## src/bbse_regs.svh

```systemverilog
// Register offsets, field positions, reset values and opcode constants of the branch and bit-set unit
`ifndef BBSE_REGS_SVH
`define BBSE_REGS_SVH

// ==========================================================================
// Register byte offsets
`define BBSE_CTRL_OFF 12'h000
`define BBSE_BANK_OFF 12'h004
`define BBSE_IDXBASE_OFF 12'h008
`define BBSE_PC_OFF 12'h00c
`define BBSE_STATUS_OFF 12'h010

// ==========================================================================
// Field positions
`define BBSE_CTRL_EXT_BIT 0
`define BBSE_STATUS_FLUSH_BIT 0
`define BBSE_STATUS_UNSUP_BIT 1
`define BBSE_STATUS_TCNT_LSB 8

// ==========================================================================
// Reset values
`define BBSE_CTRL_RST 1'h0
`define BBSE_BANK_RST 4'h0
`define BBSE_IDXBASE_RST 12'h000
`define BBSE_PC_RST 21'h000000

// ==========================================================================
// Opcode patterns
`define BBSE_OP_BZC 8'he1
`define BBSE_OP_BOVC 8'he5
`define BBSE_OP_JMP 5'h1a
`define BBSE_OP_SETB 4'h8

// ==========================================================================
// Data address map
`define BBSE_ACCESS_SPLIT 8'h60
`define BBSE_INDEXED_MAX 8'h5f
`define BBSE_ACCESS_HIGH 4'hf

// ==========================================================================
// Timing: one instruction cycle is four quarter phases
`define BBSE_QPHASES 4

`endif

```

## src/bbse_pkg.sv

```systemverilog
// Types shared by the branch and bit-set unit
package bbse_pkg;

  typedef enum logic [1:0] {
    Q1 = 2'b00,
    Q2 = 2'b01,
    Q3 = 2'b10,
    Q4 = 2'b11
  } bbse_phase_e;

  typedef enum logic [2:0] {
    OP_NOP = 3'b000,
    OP_BZC = 3'b001,
    OP_BOVC = 3'b010,
    OP_JMP = 3'b011,
    OP_SETB = 3'b100,
    OP_UNSUP = 3'b101
  } bbse_op_e;

endpackage

```

## src/bbse_addr_if.sv

```systemverilog
// Interface between the executer and its data address generator
`timescale 1ns/1ps
interface bbse_addr_if;
  logic [7:0] f_addr;
  logic access_bit;
  logic [3:0] bank_ptr;
  logic ext_en;
  logic [11:0] index_base;
  logic [11:0] phys_addr;
  logic indexed;

  modport exec (output f_addr, access_bit, bank_ptr, ext_en, index_base, input phys_addr, indexed);
  modport gen (input f_addr, access_bit, bank_ptr, ext_en, index_base, output phys_addr, indexed);
endinterface

```

## src/bbse_addr_gen.sv

```systemverilog
// Data address generator for bit-oriented register access
`timescale 1ns/1ps
`include "bbse_regs.svh"
module bbse_addr_gen (
  // Address request and result
  bbse_addr_if.gen a
);

  // ==========================================================================
  // Address forming
  always_comb begin
    a.indexed = 1'b0;
    if (a.access_bit) begin
      a.phys_addr = {a.bank_ptr, a.f_addr};
    end else if (a.ext_en && (a.f_addr <= `BBSE_INDEXED_MAX)) begin
      // Indexed literal offset: base plus file field
      a.phys_addr = a.index_base + {4'h0, a.f_addr};
      a.indexed = 1'b1;
    end else if (a.f_addr < `BBSE_ACCESS_SPLIT) begin
      a.phys_addr = {4'h0, a.f_addr};
    end else begin
      // Upper part of the access bank maps onto the special registers
      a.phys_addr = {`BBSE_ACCESS_HIGH, a.f_addr};
    end
  end

endmodule

```

## src/bbse_exec.sv

```systemverilog
// Branch and bit-set execution unit with APB register access
//
// The APB slave port and the address map were left to the implementer.
`timescale 1ns/1ps
`include "bbse_regs.svh"
module bbse_exec #(
  parameter int PC_W = 21
) (
  // Clock, reset, enable
  input wire logic sys_clk,
  input wire logic srst,
  input wire logic ce,
  // APB slave
  input wire logic psel,
  input wire logic penable,
  input wire logic pwrite,
  input wire logic [11:0] paddr,
  input wire logic [31:0] pwdata,
  output logic [31:0] prdata,
  output logic pready,
  output logic pslverr,
  // Instruction fetch
  input wire logic instr_valid,
  input wire logic [15:0] instr_word,
  output logic instr_ready,
  output logic [PC_W-1:0] pc,
  output logic [1:0] qphase,
  // Status flags from the core
  input wire logic flag_zero,
  input wire logic flag_overflow,
  // Data memory
  output logic [11:0] mem_addr,
  output logic mem_rd,
  output logic mem_wr,
  output logic [7:0] mem_wdata,
  input wire logic [7:0] mem_rdata
);

  // ==========================================================================
  // State
  bbse_pkg::bbse_phase_e phase_reg, phase_next;
  bbse_pkg::bbse_op_e op_reg, op_next;
  logic [15:0] ir_reg, ir_next;
  logic [PC_W-1:0] pc_reg, pc_next;
  logic flush_reg, flush_next;
  logic [11:0] addr_reg, addr_next;
  logic [7:0] data_reg, data_next;
  logic ext_reg, ext_next;
  logic [3:0] bank_reg, bank_next;
  logic [11:0] ibase_reg, ibase_next;
  logic unsup_reg, unsup_next;
  logic [7:0] tcnt_reg, tcnt_next;
  logic [31:0] prdata_reg, prdata_next;
  logic pslverr_reg, pslverr_next;

  logic take;
  logic taken;
  logic apb_acc;
  logic apb_map;
  logic [PC_W-1:0] boff;
  logic [7:0] bmask;
  bbse_pkg::bbse_op_e dec;

  bbse_addr_if aif ();

  bbse_addr_gen u_addr (
    .a (aif)
  );

  // ==========================================================================
  // Decode of the word offered on the fetch port
  always_comb begin
    if (instr_word[15:8] == `BBSE_OP_BZC) begin
      dec = bbse_pkg::OP_BZC;
    end else if (instr_word[15:8] == `BBSE_OP_BOVC) begin
      dec = bbse_pkg::OP_BOVC;
    end else if (instr_word[15:11] == `BBSE_OP_JMP) begin
      dec = bbse_pkg::OP_JMP;
    end else if (instr_word[15:12] == `BBSE_OP_SETB) begin
      dec = bbse_pkg::OP_SETB;
    end else begin
      dec = bbse_pkg::OP_UNSUP;
    end
  end

  // A new word is taken only in Q1 of a cycle that is not a flush cycle
  assign take = ce && (phase_reg == bbse_pkg::Q1) && !flush_reg && instr_valid;
  assign instr_ready = ce && (phase_reg == bbse_pkg::Q1) && !flush_reg;

  // Address generator sees the word being taken so the address is ready in Q2
  // Fed from the fetch port rather than ir_next, so no process reads back what it drives
  assign aif.f_addr = instr_word[7:0];
  assign aif.access_bit = instr_word[8];
  assign aif.bank_ptr = bank_reg;
  assign aif.ext_en = ext_reg;
  assign aif.index_base = ibase_reg;

  // ==========================================================================
  // Branch condition and offset
  always_comb begin
    unique case (op_reg)
      bbse_pkg::OP_BZC: taken = !flag_zero;
      bbse_pkg::OP_BOVC: taken = !flag_overflow;
      bbse_pkg::OP_JMP: taken = 1'b1;
      default: taken = 1'b0;
    endcase
    // Offsets are word counts, so they are doubled into byte addresses
    if (op_reg == bbse_pkg::OP_JMP) begin
      boff = {{(PC_W-12){ir_reg[10]}}, ir_reg[10:0], 1'b0};
    end else begin
      boff = {{(PC_W-9){ir_reg[7]}}, ir_reg[7:0], 1'b0};
    end
    bmask = 8'h01 << ir_reg[11:9];
  end

  // ==========================================================================
  // APB decode
  assign apb_acc = psel && penable && ce;
  always_comb begin
    unique case (paddr)
      `BBSE_CTRL_OFF, `BBSE_BANK_OFF, `BBSE_IDXBASE_OFF, `BBSE_PC_OFF,
      `BBSE_STATUS_OFF: apb_map = 1'b1;
      default: apb_map = 1'b0;
    endcase
  end

  // ==========================================================================
  // Sequencer next state
  always_comb begin
    phase_next = phase_reg;
    op_next = op_reg;
    ir_next = ir_reg;
    pc_next = pc_reg;
    flush_next = flush_reg;
    addr_next = addr_reg;
    data_next = data_reg;
    tcnt_next = tcnt_reg;
    unsup_next = unsup_reg;
    if (ce) begin
      phase_next = bbse_pkg::bbse_phase_e'(phase_reg + 2'h1);
      unique case (phase_reg)
        bbse_pkg::Q1: begin
          if (flush_reg) begin
            // Second cycle of a taken branch does nothing in any phase
            flush_next = 1'b0;
            op_next = bbse_pkg::OP_NOP;
          end else if (take) begin
            ir_next = instr_word;
            op_next = dec;
            // From here the program counter points past this word
            pc_next = pc_reg + PC_W'(2);
            addr_next = aif.phys_addr;
          end else begin
            op_next = bbse_pkg::OP_NOP;
          end
        end
        bbse_pkg::Q2: begin
        end
        bbse_pkg::Q3: begin
          // Memory answers one clock after the Q2 read strobe
          data_next = mem_rdata | bmask;
        end
        bbse_pkg::Q4: begin
          if (taken) begin
            pc_next = pc_reg + boff;
            flush_next = 1'b1;
            tcnt_next = tcnt_reg + 8'h01;
          end
          if (op_reg == bbse_pkg::OP_UNSUP) begin
            unsup_next = 1'b1;
          end
        end
      endcase
    end
    // Software writes; a PC write redirects fetch and wins over the core
    if (apb_acc && pwrite && paddr == `BBSE_PC_OFF) begin
      pc_next = pwdata[PC_W-1:0];
    end
    // Set wins over the write-one clear
    if (apb_acc && pwrite && paddr == `BBSE_STATUS_OFF && pwdata[`BBSE_STATUS_UNSUP_BIT]) begin
      unsup_next = (ce && phase_reg == bbse_pkg::Q4 && op_reg == bbse_pkg::OP_UNSUP);
    end
  end

  // ==========================================================================
  // Register file next state
  always_comb begin
    ext_next = ext_reg;
    bank_next = bank_reg;
    ibase_next = ibase_reg;
    prdata_next = prdata_reg;
    // A low enable freezes the error flag along with the rest of the bus state
    pslverr_next = ce ? 1'b0 : pslverr_reg;
    if (psel && !penable && ce) begin
      // Read data is prepared in the setup cycle so the access phase answers at once
      prdata_next = 32'h00000000;
      unique case (paddr)
        `BBSE_CTRL_OFF: prdata_next[`BBSE_CTRL_EXT_BIT] = ext_reg;
        `BBSE_BANK_OFF: prdata_next[3:0] = bank_reg;
        `BBSE_IDXBASE_OFF: prdata_next[11:0] = ibase_reg;
        `BBSE_PC_OFF: prdata_next[PC_W-1:0] = pc_reg;
        `BBSE_STATUS_OFF: begin
          prdata_next[`BBSE_STATUS_FLUSH_BIT] = flush_reg;
          prdata_next[`BBSE_STATUS_UNSUP_BIT] = unsup_reg;
          prdata_next[`BBSE_STATUS_TCNT_LSB +: 8] = tcnt_reg;
        end
        default: prdata_next = 32'h00000000;
      endcase
      pslverr_next = !apb_map;
    end
    if (apb_acc) begin
      pslverr_next = pslverr_reg;
    end
    if (apb_acc && pwrite) begin
      unique case (paddr)
        `BBSE_CTRL_OFF: ext_next = pwdata[`BBSE_CTRL_EXT_BIT];
        `BBSE_BANK_OFF: bank_next = pwdata[3:0];
        `BBSE_IDXBASE_OFF: ibase_next = pwdata[11:0];
        default: ext_next = ext_reg;
      endcase
    end
  end

  // ==========================================================================
  // Registers
  always_ff @(posedge sys_clk) begin
    if (srst) begin
      phase_reg <= bbse_pkg::Q1;
      op_reg <= bbse_pkg::OP_NOP;
      ir_reg <= 16'h0000;
      pc_reg <= PC_W'(`BBSE_PC_RST);
      flush_reg <= 1'b0;
      addr_reg <= 12'h000;
      data_reg <= 8'h00;
      ext_reg <= `BBSE_CTRL_RST;
      bank_reg <= `BBSE_BANK_RST;
      ibase_reg <= `BBSE_IDXBASE_RST;
      unsup_reg <= 1'b0;
      tcnt_reg <= 8'h00;
      prdata_reg <= 32'h00000000;
      pslverr_reg <= 1'b0;
    end else begin
      phase_reg <= phase_next;
      op_reg <= op_next;
      ir_reg <= ir_next;
      pc_reg <= pc_next;
      flush_reg <= flush_next;
      addr_reg <= addr_next;
      data_reg <= data_next;
      ext_reg <= ext_next;
      bank_reg <= bank_next;
      ibase_reg <= ibase_next;
      unsup_reg <= unsup_next;
      tcnt_reg <= tcnt_next;
      prdata_reg <= prdata_next;
      pslverr_reg <= pslverr_next;
    end
  end

  // ==========================================================================
  // Outputs; status flags are never driven from here, so branches and bit set leave them
  assign pc = pc_reg;
  assign qphase = phase_reg;
  assign mem_addr = addr_reg;
  assign mem_rd = ce && phase_reg == bbse_pkg::Q2 && op_reg == bbse_pkg::OP_SETB;
  assign mem_wr = ce && phase_reg == bbse_pkg::Q4 && op_reg == bbse_pkg::OP_SETB;
  assign mem_wdata = data_reg;
  // A frozen block cannot finish a transfer, so pready follows the enable
  assign pready = ce;
  assign prdata = prdata_reg;
  assign pslverr = pslverr_reg && penable && ce;

endmodule

```

## config.mk

```make
export PLATFORM = sky130hd
export DESIGN_NAME = bbse_exec
export DESIGN_NICKNAME = d
export VERILOG_FILES = /design/src/bbse_pkg.sv /design/src/bbse_addr_if.sv /design/src/bbse_addr_gen.sv /design/src/bbse_exec.sv
export VERILOG_INCLUDE_DIRS = /design/src
export SDC_FILE = /design/constraint.sdc
export NUM_CORES = 1
export LEC_CHECK = 0
export ABC_AREA = 1
export BUFFER_PORTS_ARGS = -buffer_cell sky130_fd_sc_hd__buf_2
export CORE_MARGIN = 2
export CORE_UTILIZATION = 48
export DETAILED_ROUTE_END_ITERATION = 7
export GPL_TIMING_DRIVEN = 0
export PLACE_DENSITY = 0.76
export SYNTH_ARGS = -nofsm -noshare
export SYNTH_HDL_FRONTEND = slang
export SYNTH_SLANG_ARGS = --single-unit
export TNS_END_PERCENT = 20
```

## constraint.sdc

```tcl
create_clock -name sys_clk -period 2.95 [get_ports sys_clk]
set_input_delay 0.295 -clock sys_clk [delete_from_list [all_inputs] [get_ports sys_clk]]
set_output_delay 0.295 -clock sys_clk [all_outputs]
set_load 0.02 [all_outputs]
```

=== Word-level counts from Yosys, hierarchy flattened ===
Cells that the tools add are included.
W data, S select, Z words.

* Register bits: 107
* Output and inout bits: 80
* Word-level logic and storage cells: 123

* Shift-type cells: 1
* Bitwise gates (word level): 3
* Add/sub/neg operators: 5
* Reductions and logical operators: 45
* Order comparisons: 2
* Multiplexer cells: 33
* Equal/unequal tests: 20

{| class="wikitable"
|+ Operators by type and width
! operator !! count
|-
| $mux W21 || 6
|-
| $pmux W21 S2 || 1
|-
| $mux W12 || 3
|-
| $eq A12 B4 Y1 const B || 2
|-
| $add A21 B2 Y21 const B || 1
|-
| $add A21 B21 Y21 || 1
|-
| $logic_and A1 B1 Y1 || 19
|-
| $eq A8 B8 Y1 const B || 2
|-
| $pmux W4 S2 || 2
|-
| $mux W3 || 5
|-
| $add A12 B8 Y12 || 1
|-
| $eq A12 B3 Y1 const B || 1
|-
| $eq A12 B5 Y1 const B || 1
|-
| $logic_not A12 Y1 || 1
|-
| $pmux W4 S3 || 1
|-
| $reduce_and A2 Y1 || 6
|-
| $reduce_bool A2 Y1 || 6
|-
| $mux W1 || 9
|-
| $reduce_and A3 Y1 || 3
|-
| $add A8 B1 Y8 const B || 1
|-
| $le A8 B7 Y1 const B || 1
|-
| $lt A8 B7 Y1 const B || 1
|-
| $or A8 B8 Y8 || 1
|-
| $shl A1 B3 Y8 const A || 1
|-
| 24 further kinds || 33
|}

=== Logic depth before layout (Yosys ltp) ===
* Depth after elaboration: 9
* Mapped depth: 18
* Depth with buffers taken out: 18

=== Hierarchy ===
From an unflattened synthesis, not the netlist that was laid out.

* Cell total of the unflattened synthesis: 950
* Area, all modules: 6631.4 µm²

{| class="wikitable"
|+ By module, submodules not included
! module !! sequential area each (µm²) !! cells an instance !! times used !! area each (µm²)
|-
| bbse_exec || 2142.1 || 825 || 1 || 5920.7
|-
| bbse_addr_gen || 0.0 || 125 || 1 || 710.7
|}

=== Worst setup path before layout ===
OpenSTA, ideal clock, no wires.

* Path type: reg-to-reg
* Start: register phase_reg[1], in the netlist qphase[1]
* End: register pc_reg[15], in the netlist pc[15]
* Slack: 0.302 ns
* Clock period less this slack: 2.648 ns
* Cell stages (with the launch flop): 16
* Buffers on the path: 2
* Data arrival time: 2.514 ns
* Cell sequence: dfxtp_1 ha_1 buf_2 buf_1 nand2_1 inv_1 ha_1 a21oi_1 o21ai_0 a21oi_1 o21ai_0 nand3_1 nand2_1 xor2_1 o21ai_1 a21oi_1

* Cells in the longest elaborated chain, start to end: 6
* Elaborated cells between the ends (all ways): 13
* Those cells by class: eq/ne (4); mux (3); reduce/logical (6)

{| class="wikitable"
|+ Ends and longest elaborated chain
! item !! line !! text
|-
| from (decl) || bbse_exec.sv:41 || <nowiki>bbse_pkg::bbse_phase_e phase_reg, phase_next;</nowiki>
|-
| from (signal assigned) || bbse_exec.sv:228 || <nowiki>phase_reg <= bbse_pkg::Q1;</nowiki>
|-
| from (signal assigned) || bbse_exec.sv:243 || <nowiki>phase_reg <= phase_next;</nowiki>
|-
| $logic_not A2 Y1 || bbse_exec.sv:87, bbse_exec.sv:141 ||
|-
| $logic_and A1 B1 Y1 (3 in a row) || bbse_exec.sv:87 || <nowiki>assign take = ce && (phase_reg == bbse_pkg::Q1) && !flush_reg && instr_valid;</nowiki>
|-
| $ne A3 B2 Y1 (no line) || - ||
|-
| $reduce_and A5 Y1 (no line) || - ||
|-
| to (signal assigned) || bbse_exec.sv:231 || <nowiki>pc_reg <= PC_W'(`BBSE_PC_RST);</nowiki>
|-
| to (signal assigned) || bbse_exec.sv:246 || <nowiki>pc_reg <= pc_next;</nowiki>
|-
| to (decl) || bbse_exec.sv:44 || <nowiki>logic [PC_W-1:0] pc_reg, pc_next;</nowiki>
|}

Several ways; a longest one is shown, not always the timed one. The select of a mux whose other input is x is not followed.
A chain may end at the register's enable or synchronous reset.

=== Final worst setup path ===
* Start: register phase_reg[0], in the netlist qphase[0]
* End: register pc_reg[17], in the netlist pc[17]

Same word-level chain as after synthesis.

==> out/qor.txt <==
CTS Buffer Depth -> 2
number of H-tree levels -> 3
Max Fclk -> 0.362 GHz
Global Route met3 Usage -> 4.20%
most instantiated library cell after synthesis -> nand2_1
period utilisation layout -> 93.7%
Yosys top cell area share -> 34.2%
post-synth cell types -> 49
Total Routing Usage GR -> 27.9%
via count -> 6687
DIE AREA -> 14000 um2
Post-synth EDFFs -> 0
Max Clock Skew -> 0.0115 ns
PortBufs -> 132
# hold bufs at CTS -> 0
Post-Layout Cell Count -> 1230
clock-pin slew on the worst setup and hold paths -> 0.07 ns
share of post-route cells with drive strength above 1 -> 19.3%
Final Setup Violations -> 0
Final Wtd Congestion -> 0.948
Most Used Layer, Global Route -> met2
synth top area cells -> dfxtp_1 34%, nand2_1 11%, a21oi_1 8.9%, inv_1 6.1%, o21ai_0 6.1%
Top FF cell, synth -> dfxtp_1
hold path depth -> 3
Power Density -> 437 nW/um2
Routed Antenna Nets -> 0
Reg2Reg Depth -> 15
Setup Buffers After CTS -> 0
final hold violation count -> 0
initial core utilization -> 49.5%
worst endpoint required time -> 3.17 ns
Hold Crit Class -> in -> reg
area leader, netlist -> dfxtp_1
DP Cell Count -> 1214
worst rel slew slack -> 52.9%
top cells by count, synth -> 178 x nand2_1, 112 x a21oi_1, 107 x dfxtp_1
CP Max Fanout -> 10
mean post-synth cell area -> 6.97 um2
io pins -> 157
later-pin clock latency in the skew report -> 0.36 ns
Post-Route Utilization -> 59.3%
Post-Syn Area -> 6270 um2
CP arrival -> 2.98 ns
Leak -> 3.48 nW
drt pass-1 iters -> 6
element type at the critical path start -> register
Routed WL -> 19700 um
Yosys warning total -> 0
Max Cap Violations -> 0
met1 global-route usage -> 40.3%
clock sinks -> 107
initial antenna violation count -> 0
Worst-Margin Slew -> 0.707 ns
DR iter-0 viols -> 645
Synth async-reset ratio -> 0%
Total Nets Final -> 1155
die height -> 118 um
RSZ-0062 raised after global routing -> no
DRC viols -> 0
detailed placement HPWL -> 15400 um
Overflow after GRT -> 0
Rows -> 41
Num CTS Buffers -> 9
M2 GR Usage -> 42.4%
Final min period -> 2.77 ns
largest net degree at the start of global routing -> 18
first-pass GRT wire length -> 30900 um
status -> finished clean
Slew Limit Fails -> 0
die width -> 118 um
Routed wire per std cell -> 16.0 um
Worst Hold Margin -> 0.194 ns
CTS root buf -> clkbuf_16
VDD IR-drop max -> 0.000251 V
ant diodes -> 0
Area Growth Syn to Fin -> 19.8%
flop and latch count out of synthesis -> 107
sequential share of the synthesized area -> 34.2%
routed vias/inst -> 5.44
post-place instance area -> 7180 um2
critical path class -> reg -> reg
vias in the first global route -> 5918
CTS tree -> built
setup tns final -> 0 ns
Synth Instances -> 900
design area -> 7510 um2
Core ar. -> 12700 um2
critical path capture point type -> register
[where the power goes]
part	total [mW]	switching, mW	internal (mW)
logic	0.479	0.316	0.163
clock network	1.26	0.577	0.686
registers	1.54	0.0486	1.50
[cell usage in the layout (no fill, tap or decap), drive strengths merged, types with 7 or more instances in the layout]
master / count
nand2: 188
buf: 158
a21oi: 114
dfxtp: 107
inv: 106
nor2: 81
o21ai: 78
nand3: 45
clkbuf: 32
ha: 23
o211ai: 15
o221ai: 14
xor2: 13
conb: 11
xnor2: 11
nor3: 9
o41ai: 7
[what timing repair did]
action / CTS / global route
pin swaps: 0 / 0
resized for setup: 2 / 11
endpoints found under the hold margin: 0 / 0
endpoints found under the setup margin: 6 / 8
[path summary, 6_finish.rpt]
| path | startpoint | end | slack [ns] |
|---|---|---|---|
| setup / recovery | qphase[0] | pc[17] | 0.18 |
| hold / removal | pwdata[12] | pc[12] | 0.19 |
| setup reg to reg | qphase[0] | pc[17] | 0.18 |
| hold reg to reg | prdata[17] | prdata[17] | 0.46 |
[through the flow]
stage	worst slack (ns)	power [mW]
6_report	0.185	3.29
5_1_grt	0.0192	3.41
4_1_cts	0.0852	3.29
3_5_place_dp	-0.154	2.05
3_3_place_gp	-0.118	2.04
2_1_floorplan	0.302	1.86
[critical path, cell delays in order, from the launching register on]
cell and delay (ns):
dfxtp_2 0.34, ha_1 0.18, clkbuf_4 0.19, buf_4 0.19, nand2_1 0.08, ha_1 0.22
inv_1 0.09, fa_1 0.47, o21ai_2 0.28, nand2_1 0.09, nand2_1 0.10, nand2_1 0.06
nand2_1 0.09, nor2_1 0.05, o21ai_1 0.13, a21oi_1 0.07
[cells by family after synthesis]
group                      Yosys count  share of synthesized area (%)
AOI/OAI and AO/OA                  251                           22.8
xor gates and xnor gates            24                           4.07
adders and majority gates           25                           5.23
buffers and inverters              155                           10.5
DFF                                107                           34.2
other                                1                         0.0598
and+or+nand+nor                    337                           23.2
[area by class of cell]
type	count	area, um2
fillers	1230	5160
multi-input cells	648	3520
flip-flops and latches	107	2140
repair buffers	132	661
inverters	108	405
plain buffers	47	258
clock buffers	11	243
well taps	172	215
clock inverters	5	62.6
[per-layer routing]
layer | vias up | routed length [um]
met5 | - | 0
met4 | 0 | 506
met3 | 36 | 1750
met2 | 316 | 8510
met1 | 3030 | 8910
li1 | 3305 | -
No activity file was read; power rests on OpenSTA's default activity.
